<file path="src/timer_unit_pkg.sv">
// shared constants and types of the triple timer/counter unit
package timer_unit_pkg;
  // internal count clock is the oscillator divided by twelve
  localparam int unsigned PRESCALE = 12;
  localparam logic [3:0] PRESCALE_LAST = 4'(PRESCALE - 1);
  // bus geometry; byte address is four times the register index
  localparam int ADDR_W = 12;
  localparam int DATA_W = 32;
  localparam int IDX_LSB = 2;
  localparam int IDX_MSB = 9;
  localparam int CNT_W = 16;
  localparam int REG8_W = 8;
  localparam logic [7:0] IDX_T01CTL = 8'h88;
  localparam logic [7:0] IDX_T01MODE = 8'h89;
  localparam logic [7:0] IDX_TIMER2CTL = 8'hc8;
  localparam logic [7:0] IDX_TIMER0CNT = 8'h8a;
  localparam logic [7:0] IDX_TIMER1CNT = 8'h8b;
  localparam logic [7:0] IDX_TIMER2CNT = 8'hcc;
  localparam logic [7:0] IDX_IRQSTAT = 8'h90;
  localparam logic [7:0] IDX_IRQMASK = 8'h91;
  localparam logic [7:0] IDX_POWER = 8'h92;
  // timer01_control: run and carry flag of timer n at RUN0/FLAG0 + n*STRIDE
  localparam int T01_RUN0 = 4;
  localparam int T01_FLAG0 = 5;
  localparam int T01_STRIDE = 2;
  localparam int MODE_HALF_W = 4;
  // counter field layout
  localparam int LOW5_MSB = 4;
  localparam int LOW_MSB = 7;
  localparam int HIGH_LSB = 8;
  localparam int HIGH_MSB = 15;
  // interrupt status and mask bits
  localparam int IRQ_TIMER0 = 0;
  localparam int IRQ_TIMER1 = 1;
  localparam int IRQ_T2CARRY = 2;
  localparam int IRQ_T2EVENT = 3;
  localparam int IRQ_W = 4;
  // power register bits
  localparam int PWR_SOFT = 0;
  localparam int PWR_HARD = 1;
  localparam int PWR_W = 2;
  // reset values
  localparam logic [7:0] REG8_RST = 8'h00;
  localparam logic [15:0] CNT_RST = 16'h0000;
  localparam logic PIN_IDLE = 1'b1;
  // response codes
  localparam logic [1:0] RESP_OKAY = 2'h0;
  localparam logic [1:0] RESP_SLVERR = 2'h2;
  // timer 0/1 operating modes
  typedef enum logic [1:0] {
    MODE_13BIT = 2'h0,
    MODE_16BIT = 2'h1,
    MODE_RELOAD8 = 2'h2,
    MODE_SPLIT = 2'h3
  } tmrMode_t;
  // one half of timer01_mode
  typedef struct packed {
    logic gate;
    logic extClock;
    tmrMode_t mode;
  } tmrModeHalf_t;
  // timer2_control fields, msb first
  typedef struct packed {
    logic carryFlag;
    logic eventFlag;
    logic rxClockSel;
    logic txClockSel;
    logic triggerEnable;
    logic run;
    logic clockSource;
    logic captureReloadSel;
  } timer2Control_t;
  // external pins of the unit
  typedef struct packed {
    logic extIrq1;
    logic extIrq0;
    logic timer2Trigger;
    logic timer2Count;
    logic timer1Count;
    logic timer0Count;
  } pins_t;
  localparam int PIN_W = 6;
  localparam int PIN_TIMER2CNT = 2;
  localparam int PIN_TRIGGER = 3;
  localparam int PIN_IRQ0 = 4;
endpackage

</file>
<file path="src/triple_timer_counter_unit.sv">
// three 16-bit timer/counters behind an AXI4-Lite slave
// Functional notes
// [RQ1] three independent 16-bit up-counters, each readable and writable by software
// [RQ2] timers 0 and 1 steered by shared control (88H) and mode (89H) registers
// [RQ3] timers 0 and 1 each pick one of four modes independently; split mode (11) is not built here and only holds the count
// [RQ4] external-clock timers 0/1 keep counting pin edges while oscillator is stopped
// [RQ5] timer 0/1 carry during power-down wakes the cpu
// [RQ6] timer 2 steered by its own control register at 0C8H, three modes; capture and reload not built here, the counter only wraps
// [RQ7] timer 2 never counts while the oscillator is stopped
// [RQ8] timer 2 clock source 0 counts internal clock, 1 counts its pin
// [RQ9] timer 2 run bit 1 starts counting, 0 halts it
// [RQ10] trigger enable 0 blocks trigger pin, 1 lets it act
// [RQ11] software clears the timer 2 event flag; hardware never does
// [RQ12] timer 2 overflow sets the timer 2 carry flag
// [RQ13] timer 2 carry flag requests interrupt and stays until software clears
// [RQ14] enabled falling trigger pin sets timer 2 event flag, requesting interrupt
// [RQ15] tx/rx select bits pick timer 2 overflow instead of timer 1 as baud
// [RQ16] in baud generator use timer 2 overflow leaves carry flag alone
// [RQ17] gate set: count needs run and irq pin high; clear: run alone
// [RQ18] mode 00 13-bit, 01 16-bit, 10 8-bit with 8-bit auto-reload
// [RQ19] run bits 4 and 6 of control register: 0 stops, 1 enables
`timescale 1ns/1ps
`default_nettype none
module triple_timer_counter_unit (
  // clock and reset
  input wire logic clk_sys,
  input wire logic arst_n,
  // axi4-lite write channels
  input wire logic [timer_unit_pkg::ADDR_W-1:0] s_axi_awaddr,
  input wire logic s_axi_awvalid,
  output logic s_axi_awready,
  input wire logic [timer_unit_pkg::DATA_W-1:0] s_axi_wdata,
  input wire logic [3:0] s_axi_wstrb,
  input wire logic s_axi_wvalid,
  output logic s_axi_wready,
  output logic [1:0] s_axi_bresp,
  output logic s_axi_bvalid,
  input wire logic s_axi_bready,
  // axi4-lite read channels
  input wire logic [timer_unit_pkg::ADDR_W-1:0] s_axi_araddr,
  input wire logic s_axi_arvalid,
  output logic s_axi_arready,
  output logic [timer_unit_pkg::DATA_W-1:0] s_axi_rdata,
  output logic [1:0] s_axi_rresp,
  output logic s_axi_rvalid,
  input wire logic s_axi_rready,
  // external pins
  input wire timer_unit_pkg::pins_t pins,
  // system side
  output logic irq,
  output logic cpuWake,
  output logic oscillatorStopped,
  output logic serialTxBaudTick,
  output logic serialRxBaudTick
);

  wire logic [timer_unit_pkg::PIN_W-1:0] pinLevel;
  wire logic [timer_unit_pkg::PIN_W-1:0] pinFall;
  logic awHeld_q, wHeld_q, bvalid_q, rvalid_q;
  logic [timer_unit_pkg::ADDR_W-1:0] awAddr_q;
  logic [timer_unit_pkg::DATA_W-1:0] wData_q, rData_q, rdMux;
  logic [3:0] wStrb_q;
  logic [1:0] bresp_q, rresp_q;
  logic rdHit, wrHit, doWrite;
  logic [7:0] wIdx, rIdx;
  logic [7:0] t01Ctl_q, t01Mode_q;
  timer_unit_pkg::timer2Control_t t2Ctl_q;
  logic [timer_unit_pkg::CNT_W-1:0] t2Cnt_q;
  wire logic [timer_unit_pkg::CNT_W-1:0] cnt01 [2];
  wire logic [1:0] carry01;
  logic [timer_unit_pkg::IRQ_W-1:0] irqStat_q, irqMask_q;
  logic [timer_unit_pkg::PWR_W-1:0] power_q;
  logic [3:0] presc_q;
  logic half_q, oscRun, intTick, halfTick, wake_q, txTick_q, rxTick_q;
  logic t2Tick, t2Ovf, t2Baud, t2Event;

  // one synchroniser per pin
  for (genvar p = 0; p < timer_unit_pkg::PIN_W; p++)
  begin : g_pin
    pin_synchronizer u_sync (
      .clk_sys(clk_sys),
      .arst_n(arst_n),
      .pinAsync(pins[p]),
      .level(pinLevel[p]),
      .fall(pinFall[p])
    );
  end

  // bus handshake: address and data are taken in either order
  assign s_axi_awready = !awHeld_q && !bvalid_q;
  assign s_axi_wready = !wHeld_q && !bvalid_q;
  assign s_axi_arready = !rvalid_q;
  assign doWrite = awHeld_q && wHeld_q && !bvalid_q;
  assign wIdx = awAddr_q[timer_unit_pkg::IDX_MSB:timer_unit_pkg::IDX_LSB];
  assign rIdx = s_axi_araddr[timer_unit_pkg::IDX_MSB:timer_unit_pkg::IDX_LSB];
  assign s_axi_bvalid = bvalid_q;
  assign s_axi_bresp = bresp_q;
  assign s_axi_rvalid = rvalid_q;
  assign s_axi_rdata = rData_q;
  assign s_axi_rresp = rresp_q;

  // index decode; upper address bits must be zero
  function automatic logic mapped(input logic [timer_unit_pkg::ADDR_W-1:0] a);
    logic [7:0] i;
    i = a[timer_unit_pkg::IDX_MSB:timer_unit_pkg::IDX_LSB];
    mapped = (a[timer_unit_pkg::ADDR_W-1:timer_unit_pkg::IDX_MSB+1] == '0) &&
      (i == timer_unit_pkg::IDX_T01CTL || i == timer_unit_pkg::IDX_T01MODE ||
       i == timer_unit_pkg::IDX_TIMER2CTL || i == timer_unit_pkg::IDX_TIMER0CNT ||
       i == timer_unit_pkg::IDX_TIMER1CNT || i == timer_unit_pkg::IDX_TIMER2CNT ||
       i == timer_unit_pkg::IDX_IRQSTAT || i == timer_unit_pkg::IDX_IRQMASK ||
       i == timer_unit_pkg::IDX_POWER);
  endfunction
  assign wrHit = doWrite && mapped(awAddr_q);
  assign rdHit = mapped(s_axi_araddr);

  // write path holding registers and response
  always_ff @(posedge clk_sys or negedge arst_n)
  begin
    if (!arst_n)
    begin
      awHeld_q <= 1'b0;
      wHeld_q <= 1'b0;
      bvalid_q <= 1'b0;
      awAddr_q <= '0;
      wData_q <= '0;
      wStrb_q <= '0;
      bresp_q <= timer_unit_pkg::RESP_OKAY;
    end
    else
    begin
      if (s_axi_awvalid && s_axi_awready)
      begin
        awHeld_q <= 1'b1;
        awAddr_q <= s_axi_awaddr;
      end
      if (s_axi_wvalid && s_axi_wready)
      begin
        wHeld_q <= 1'b1;
        wData_q <= s_axi_wdata;
        wStrb_q <= s_axi_wstrb;
      end
      if (doWrite)
      begin
        awHeld_q <= 1'b0;
        wHeld_q <= 1'b0;
        bvalid_q <= 1'b1;
        bresp_q <= wrHit ? timer_unit_pkg::RESP_OKAY : timer_unit_pkg::RESP_SLVERR;
      end
      else if (bvalid_q && s_axi_bready)
        bvalid_q <= 1'b0;
    end
  end

  // read mux; unmapped words read zero with an error response
  always_comb
  begin
    rdMux = '0;
    case (rIdx)
      timer_unit_pkg::IDX_T01CTL: rdMux[timer_unit_pkg::LOW_MSB:0] = t01Ctl_q;
      timer_unit_pkg::IDX_T01MODE: rdMux[timer_unit_pkg::LOW_MSB:0] = t01Mode_q;
      timer_unit_pkg::IDX_TIMER2CTL: rdMux[timer_unit_pkg::LOW_MSB:0] = t2Ctl_q;
      timer_unit_pkg::IDX_TIMER0CNT: rdMux[timer_unit_pkg::HIGH_MSB:0] = cnt01[0];
      timer_unit_pkg::IDX_TIMER1CNT: rdMux[timer_unit_pkg::HIGH_MSB:0] = cnt01[1];
      timer_unit_pkg::IDX_TIMER2CNT: rdMux[timer_unit_pkg::HIGH_MSB:0] = t2Cnt_q;
      timer_unit_pkg::IDX_IRQSTAT: rdMux[timer_unit_pkg::IRQ_W-1:0] = irqStat_q;
      timer_unit_pkg::IDX_IRQMASK: rdMux[timer_unit_pkg::IRQ_W-1:0] = irqMask_q;
      timer_unit_pkg::IDX_POWER: rdMux[timer_unit_pkg::PWR_W-1:0] = power_q;
      default: rdMux = '0;
    endcase
    if (!rdHit)
      rdMux = '0;
  end

  // read data registered, so reads have no side effects
  always_ff @(posedge clk_sys or negedge arst_n)
  begin
    if (!arst_n)
    begin
      rvalid_q <= 1'b0;
      rData_q <= '0;
      rresp_q <= timer_unit_pkg::RESP_OKAY;
    end
    else if (s_axi_arvalid && s_axi_arready)
    begin
      rvalid_q <= 1'b1;
      rData_q <= rdMux;
      rresp_q <= rdHit ? timer_unit_pkg::RESP_OKAY : timer_unit_pkg::RESP_SLVERR;
    end
    else if (rvalid_q && s_axi_rready)
      rvalid_q <= 1'b0;
  end

  // oscillator model: stopped in either power-down mode
  assign oscRun = ~|power_q;
  assign oscillatorStopped = ~oscRun;
  assign intTick = oscRun && presc_q == timer_unit_pkg::PRESCALE_LAST;
  assign halfTick = oscRun && half_q;

  // divide-by-twelve and divide-by-two enables, frozen with the oscillator
  always_ff @(posedge clk_sys or negedge arst_n)
  begin
    if (!arst_n)
    begin
      presc_q <= '0;
      half_q <= 1'b0;
    end
    else if (oscRun)
    begin
      presc_q <= intTick ? 4'h0 : presc_q + 4'h1;
      half_q <= ~half_q;
    end
  end

  // power-down entry by software, exit on a timer 0/1 carry
  always_ff @(posedge clk_sys or negedge arst_n)
  begin
    if (!arst_n)
    begin
      power_q <= '0;
      wake_q <= 1'b0;
    end
    else
    begin
      wake_q <= 1'b0;
      if (wrHit && wIdx == timer_unit_pkg::IDX_POWER && wStrb_q[0])
        power_q <= wData_q[timer_unit_pkg::PWR_W-1:0];
      if (!oscRun && |carry01)
      begin
        power_q <= '0; // [RQ5]
        wake_q <= 1'b1;
      end
    end
  end
  assign cpuWake = wake_q;

  // timers 0 and 1: identical slices of the shared registers
  for (genvar i = 0; i < 2; i++)
  begin : g_t01
    timer_unit_pkg::tmrModeHalf_t md;
    logic [timer_unit_pkg::CNT_W-1:0] cnt_q, nxt;
    logic run, tick, cry;
    logic [7:0] cntIdx;
    assign md = timer_unit_pkg::tmrModeHalf_t'(t01Mode_q[i*timer_unit_pkg::MODE_HALF_W +:
      timer_unit_pkg::MODE_HALF_W]); // [RQ2] [RQ3]
    assign run = t01Ctl_q[timer_unit_pkg::T01_RUN0 + i*timer_unit_pkg::T01_STRIDE]; // [RQ19]
    // pin edges count without the oscillator, internal ticks do not
    assign tick = run && (!md.gate || pinLevel[timer_unit_pkg::PIN_IRQ0 + i]) && // [RQ17]
      (md.extClock ? pinFall[i] : intTick); // [RQ4]
    assign cntIdx = i ? timer_unit_pkg::IDX_TIMER1CNT : timer_unit_pkg::IDX_TIMER0CNT;
    assign cnt01[i] = cnt_q;
    assign carry01[i] = cry;

    // counter structure by mode; split mode holds its count
    always_comb
    begin
      nxt = cnt_q;
      cry = 1'b0;
      if (tick)
      begin
        case (md.mode)
          timer_unit_pkg::MODE_13BIT:
          begin
            nxt[timer_unit_pkg::LOW5_MSB:0] = cnt_q[timer_unit_pkg::LOW5_MSB:0] + 5'h01; // [RQ18]
            if (&cnt_q[timer_unit_pkg::LOW5_MSB:0])
            begin
              nxt[timer_unit_pkg::HIGH_MSB:timer_unit_pkg::HIGH_LSB] =
                cnt_q[timer_unit_pkg::HIGH_MSB:timer_unit_pkg::HIGH_LSB] + 8'h01;
              cry = &cnt_q[timer_unit_pkg::HIGH_MSB:timer_unit_pkg::HIGH_LSB];
            end
          end
          timer_unit_pkg::MODE_16BIT:
          begin
            nxt = cnt_q + 16'h0001; // [RQ18]
            cry = &cnt_q;
          end
          timer_unit_pkg::MODE_RELOAD8:
          begin
            cry = &cnt_q[timer_unit_pkg::LOW_MSB:0];
            nxt[timer_unit_pkg::LOW_MSB:0] = cry ? // [RQ18]
              cnt_q[timer_unit_pkg::HIGH_MSB:timer_unit_pkg::HIGH_LSB] :
              cnt_q[timer_unit_pkg::LOW_MSB:0] + 8'h01;
          end
          default: nxt = cnt_q;
        endcase
      end
    end

    // software write of a byte lane wins over counting
    always_ff @(posedge clk_sys or negedge arst_n)
    begin
      if (!arst_n)
        cnt_q <= timer_unit_pkg::CNT_RST;
      else
      begin
        cnt_q <= nxt; // [RQ1]
        if (wrHit && wIdx == cntIdx && wStrb_q[0])
          cnt_q[timer_unit_pkg::LOW_MSB:0] <= wData_q[timer_unit_pkg::LOW_MSB:0];
        if (wrHit && wIdx == cntIdx && wStrb_q[1])
          cnt_q[timer_unit_pkg::HIGH_MSB:timer_unit_pkg::HIGH_LSB] <=
            wData_q[timer_unit_pkg::HIGH_MSB:timer_unit_pkg::HIGH_LSB];
      end
    end

  end

  // shared control and mode registers; hardware carry set beats a clear
  always_ff @(posedge clk_sys or negedge arst_n)
  begin
    if (!arst_n)
    begin
      t01Ctl_q <= timer_unit_pkg::REG8_RST;
      t01Mode_q <= timer_unit_pkg::REG8_RST;
    end
    else
    begin
      if (wrHit && wIdx == timer_unit_pkg::IDX_T01CTL && wStrb_q[0])
        t01Ctl_q <= wData_q[timer_unit_pkg::LOW_MSB:0]; // [RQ2]
      if (wrHit && wIdx == timer_unit_pkg::IDX_T01MODE && wStrb_q[0])
        t01Mode_q <= wData_q[timer_unit_pkg::LOW_MSB:0]; // [RQ3]
      for (int k = 0; k < 2; k++)
        if (carry01[k])
          t01Ctl_q[timer_unit_pkg::T01_FLAG0 + k*timer_unit_pkg::T01_STRIDE] <= 1'b1;
    end
  end

  // timer 2 clocking: pin falls when clock source is set, else osc/2 as baud generator, osc/12 otherwise
  assign t2Baud = t2Ctl_q.txClockSel || t2Ctl_q.rxClockSel;
  assign t2Tick = oscRun && t2Ctl_q.run && // [RQ7] [RQ9]
    (t2Ctl_q.clockSource ? pinFall[timer_unit_pkg::PIN_TIMER2CNT] : // [RQ8]
    (t2Baud ? halfTick : intTick));
  assign t2Ovf = t2Tick && &t2Cnt_q;
  assign t2Event = t2Ctl_q.triggerEnable && pinFall[timer_unit_pkg::PIN_TRIGGER]; // [RQ10]

  // timer 2 counter; capture and reload datapaths not built, it wraps
  always_ff @(posedge clk_sys or negedge arst_n)
  begin
    if (!arst_n)
      t2Cnt_q <= timer_unit_pkg::CNT_RST;
    else
    begin
      if (t2Tick)
        t2Cnt_q <= t2Cnt_q + 16'h0001; // [RQ1]
      if (wrHit && wIdx == timer_unit_pkg::IDX_TIMER2CNT && wStrb_q[0])
        t2Cnt_q[timer_unit_pkg::LOW_MSB:0] <= wData_q[timer_unit_pkg::LOW_MSB:0];
      if (wrHit && wIdx == timer_unit_pkg::IDX_TIMER2CNT && wStrb_q[1])
        t2Cnt_q[timer_unit_pkg::HIGH_MSB:timer_unit_pkg::HIGH_LSB] <=
          wData_q[timer_unit_pkg::HIGH_MSB:timer_unit_pkg::HIGH_LSB];
    end
  end

  // timer 2 control; flags only ever cleared by a software write
  always_ff @(posedge clk_sys or negedge arst_n)
  begin
    if (!arst_n)
      t2Ctl_q <= timer_unit_pkg::REG8_RST;
    else
    begin
      if (wrHit && wIdx == timer_unit_pkg::IDX_TIMER2CTL && wStrb_q[0])
        t2Ctl_q <= wData_q[timer_unit_pkg::LOW_MSB:0]; // [RQ6] [RQ11]
      if (t2Ovf && !t2Baud)
        t2Ctl_q.carryFlag <= 1'b1; // [RQ12] [RQ16]
      if (t2Event)
        t2Ctl_q.eventFlag <= 1'b1; // [RQ14]
    end
  end

  // baud ticks for the serial port, registered
  always_ff @(posedge clk_sys or negedge arst_n)
  begin
    if (!arst_n)
    begin
      txTick_q <= 1'b0;
      rxTick_q <= 1'b0;
    end
    else
    begin
      txTick_q <= t2Ctl_q.txClockSel ? t2Ovf : carry01[1]; // [RQ15]
      rxTick_q <= t2Ctl_q.rxClockSel ? t2Ovf : carry01[1]; // [RQ15]
    end
  end
  assign serialTxBaudTick = txTick_q;
  assign serialRxBaudTick = rxTick_q;

  // sticky interrupt status, write one to clear, set wins
  always_ff @(posedge clk_sys or negedge arst_n)
  begin
    if (!arst_n)
    begin
      irqStat_q <= '0;
      irqMask_q <= '0;
    end
    else
    begin
      if (wrHit && wIdx == timer_unit_pkg::IDX_IRQSTAT && wStrb_q[0])
        irqStat_q <= irqStat_q & ~wData_q[timer_unit_pkg::IRQ_W-1:0];
      if (wrHit && wIdx == timer_unit_pkg::IDX_IRQMASK && wStrb_q[0])
        irqMask_q <= wData_q[timer_unit_pkg::IRQ_W-1:0];
      if (carry01[0])
        irqStat_q[timer_unit_pkg::IRQ_TIMER0] <= 1'b1;
      if (carry01[1])
        irqStat_q[timer_unit_pkg::IRQ_TIMER1] <= 1'b1;
      if (t2Ovf && !t2Baud)
        irqStat_q[timer_unit_pkg::IRQ_T2CARRY] <= 1'b1; // [RQ13]
      if (t2Event)
        irqStat_q[timer_unit_pkg::IRQ_T2EVENT] <= 1'b1; // [RQ14]
    end
  end
  assign irq = |(irqStat_q & irqMask_q);
endmodule
`default_nettype wire

</file>
<file path="src/pin_synchronizer.sv">
// three-stage pin synchroniser with agreement filter and fall detect
`timescale 1ns/1ps
`default_nettype none
module pin_synchronizer (
  // clock and reset
  input wire logic clk_sys,
  input wire logic arst_n,
  // asynchronous pin
  input wire logic pinAsync,
  // filtered level and one-cycle high-to-low pulse
  output logic level,
  output logic fall
);
  logic meta_q;
  logic sync2_q;
  logic sync3_q;
  logic level_q;

  // the first stage feeds only the second
  always_ff @(posedge clk_sys or negedge arst_n)
  begin
    if (!arst_n)
    begin
      meta_q <= timer_unit_pkg::PIN_IDLE;
      sync2_q <= timer_unit_pkg::PIN_IDLE;
      sync3_q <= timer_unit_pkg::PIN_IDLE;
    end
    else
    begin
      meta_q <= pinAsync;
      sync2_q <= meta_q;
      sync3_q <= sync2_q;
    end
  end

  // a change counts once stages two and three agree
  always_ff @(posedge clk_sys or negedge arst_n)
  begin
    if (!arst_n)
      level_q <= timer_unit_pkg::PIN_IDLE;
    else if (sync2_q == sync3_q)
      level_q <= sync3_q;
  end

  assign level = level_q;
  assign fall = level_q & (sync2_q == sync3_q) & ~sync3_q;
endmodule
`default_nettype wire

</file>
<file path="config.mk">
export PLATFORM = sky130hd
export DESIGN_NAME = triple_timer_counter_unit
export DESIGN_NICKNAME = d
export VERILOG_FILES = /design/src/timer_unit_pkg.sv /design/src/triple_timer_counter_unit.sv /design/src/pin_synchronizer.sv
export SDC_FILE = /design/constraint.sdc
export NUM_CORES = 1
export LEC_CHECK = 0
export ABC_AREA = 1
export BUFFER_PORTS_ARGS = -buffer_cell sky130_fd_sc_hd__buf_2
export CAP_MARGIN = 20
export CORE_UTILIZATION = 49
export CTS_CLUSTER_DIAMETER = 80
export DETAILED_ROUTE_END_ITERATION = 7
export GPL_TIMING_DRIVEN = 0
export MAX_ROUTING_LAYER = met4
export PLACE_DENSITY = 0.69
export SETUP_SLACK_MARGIN = 0.4
export SYNTH_ARGS = -nofsm -noshare
export SYNTH_HDL_FRONTEND = slang
export SYNTH_SLANG_ARGS = --single-unit
</file>
<file path="constraint.sdc">
create_clock -name clk_sys -period 4.4 [get_ports clk_sys]
set_input_delay 1.1 -clock clk_sys [delete_from_list [all_inputs] [get_ports clk_sys]]
set_output_delay 1.1 -clock clk_sys [all_outputs]
set_load 0.01 [all_outputs]
</file>
==> impl_metrics.toml <==
[floorplan]
fp.dieH_um = 141
ios = 119
start_util = 0.502
die-area_mm2 = 0.0198
num_rows = 50
design.core.area_mm2 = 0.0188
die_x_um = 141

[placed_design]
placed_area_mm2 = 0.0102
dp_slack_ps = 1580
dp_cells = 1560
place.gp.congestion = 0.924
io_buffer_count = 78
hpwlAfterDp_um = 19500

[timing]
grt_setup_unrepaired = "no"
layout_setup_ws_ps = 1920
maxSlewViolCount = 0
hold_violations = 0
timing.final.crit_period_ps = 2480
setup_violations = 0
fin_crit_sh = 0.564
max_freq_mhz = 403
max-slew-margin-rel = 0.561
worst_pin_slew_ps = 658
skew_ps = 8.93

[worst_hold_path]
min_to = "g_pin[5].u_sync.sync2_q"
min_path_type = "flop to flop"
min_from = "g_pin[5].u_sync.meta_q"
holdPathStages = 0

[routing]
vias_per_cell = 5.35
drc = 0
drt-pass1-iter-count = 6
routed-via-count = 8513
wl_per_cell_um = 16.0
ant_nets = 0
drtIter0Drc = 667
finalWirelength_um = 25500

[cts]
cts.hold.buffers_added = 0
cts_buffers = 17
clock_latency_ps = 440
clock_sinks = 164
cts_resized = 0
clk_path_buf_depth = 2
root_buffer = "clkbuf_16"
path_clk_slew_ps = 70
cts-htree-levels = 4
post-cts-setup-buffers = 0
cts_tree = "done"

[worst_setup_path]
critPathMaxFanout = 10
cp-end-kind = "flop"
cp.arrival_ps = 2860
worstSetupPathType = "input pin to flop"
reg2reg_depth = 13
reg2reg_from = "g_t01[1].cnt_q[0]"
critPathLaunchType = "input pin"
crit_required_ps = 4780
rr_endpoint = "g_t01[1].cnt_q[8]"
reg2reg_slack_ps = 2160

[global_route]
grt.met2_usage = 0.435
grt_pass1_vias = 7996
grt_pass1_wl_um = 41300
antenna_found_initial = 0
grt_use_total = 0.281
grt.busiest_layer = "met2"
grtUsageMet3 = 0.0442
grt-ovfl-total = 0
grt_max_degree = 97
grt_use_met1 = 0.376

[synthesis]
yosysSeqAreaShare = 0.439
syn-instance-count = 1230
synth_cell_types = 48
synth_top_area_share = 0.372
syn_area_per_cell_um2 = 7.66
synth_area_leaders = "dfrtp_1 37%, nand2_1 13%, dfstp_2 6.7%"
yosysWarnings = 0
synth_largest_area_cell = "dfrtp_1"
netlist_area_mm2 = 0.00942
synth_seq_cells = 164

[cells_and_area]
diodes = 0
final_nets = 1434
drive_above_1_share = 0.169
fin_area_mm2 = 0.0108
final.fill_count = 1769
area_delta_synth_final_pct = 14.4
instances_no_fill = 1592

[pwr]
p_total_mw = 3.94
power.density_mw_per_mm2 = 366
p_leak_nw = 5.48
irDropWorstVdd_mv = 0.265

[run_status]
status = "finished clean"

[job]
maxCapViolCount = 0
==> Yosys cell counts (all sizes together) <==
library cell    n
nor4            2
dfstp          24
dfrtp         140
nand4          16
nand3         118
nand2         340
conb            1
xor2           25
ha             16
o22ai          12
inv           171
clkinv          2
nor3           21
xnor2           3
a31oi           1
mux2           10
mux2i           2
o2111ai         6
o21ai          85
maj3            2
o211ai         10
o221ai          7
a21boi          1
clkbuf          8
a21oi          52
and3            2
buf            30
or2             4
nor2          119
==> worst max path at each step <==
stage                         end  depth (start not counted)       startpoint
3_3_place_gp   g_t01[1].cnt_q[10]                          1           arst_n
2_1_floorplan      s_axi_rdata[4]                         11  s_axi_araddr[4]
3_5_place_dp       s_axi_rdata[3]                         11  s_axi_araddr[6]
6_report           s_axi_rdata[3]                         11  s_axi_araddr[6]
4_1_cts                       irq                          3     irqMask_q[2]
5_1_grt            s_axi_rdata[3]                         11  s_axi_araddr[8]
==> layout make-up <==
type,count,area (um2),share of cell area
Clock buffer,18,439,0.0408
Tap cell,234,293,0.0272
Clock inverter,14,134,0.0124
Sequential cell,164,4130,0.384
Timing Repair Buffer,79,428,0.0397
Buffer,38,246,0.0229
Inverter,173,651,0.0604
Multi-Input combinational cell,872,4450,0.413
==> flip-flops by register name, indices dropped and copies added (netlist names), 8 cells and up <==
name	cells
g_t01.cnt_q	32
s_axi_rdata	16
awAddr_q	10
t2Ctl_q	8
t2Cnt_q	16
t01Ctl_q	8
wData_q	16
t01Mode_q	8
==> stage by stage <==
stage	util	hold WS (ps)	TNS, ps
floorplan	-	345	0
global placement	0.542	347	-39620
detailed placement	0.544	347	0
CTS	0.574	356	0
global route	0.574	361	0
finish	0.574	356	0
==> cells by family after synthesis <==
group | after synthesis | synth area share
simple gates | 622 | 0.299
mux | 12 | 0.0141
other cells | 1 | 0.000398
compound gates | 174 | 0.103
flops | 164 | 0.439
xor+xnor | 28 | 0.0260
buf+inv | 211 | 0.0952
fa+ha+maj | 18 | 0.0234
==> where the power goes <==
part	internal, mW	switching, mW
logic	0.191	0.345
registers	1.68	0.263
clock network	0.763	0.698
==> critical path, stage by stage <==
cell	delay, ps
buf_2	90
inv_1	60
nand2_1	100
nor2_2	300
nand2_1	220
clkbuf_1	310
o21ai_0	340
nor2_1	90
nand2_1	120
nand3_1	80
nand2_1	60
==> per-layer routing <==
metal  wire (um)  vias up
li1            -     4186
met1       11500     3982
met2       11700      296
met3        1610       49
met4         617        0
met5           0        -
==> cells in the final DEF (no fill, tap or decap), types with 6 or more instances in the layout <==
cell         n
o21ai_0     55
o22ai_1     12
nor2_1     107
nor2_2       7
nand3_1    106
buf_4       22
clkbuf_16   17
nand2_1    333
dfrtp_1    140
o211ai_1    10
a21oi_1     52
nand3_2      9
o21ai_1     30
o2111ai_1    6
mux2_2      10
inv_6        7
nand4_1     12
conb_1      18
dfstp_2     24
inv_1      158
o221ai_1     7
clkbuf_1     8
ha_1        16
buf_2       82
inv_2       13
nor3_1      19
xor2_1      25
Power figures use the tool's default switching activity.
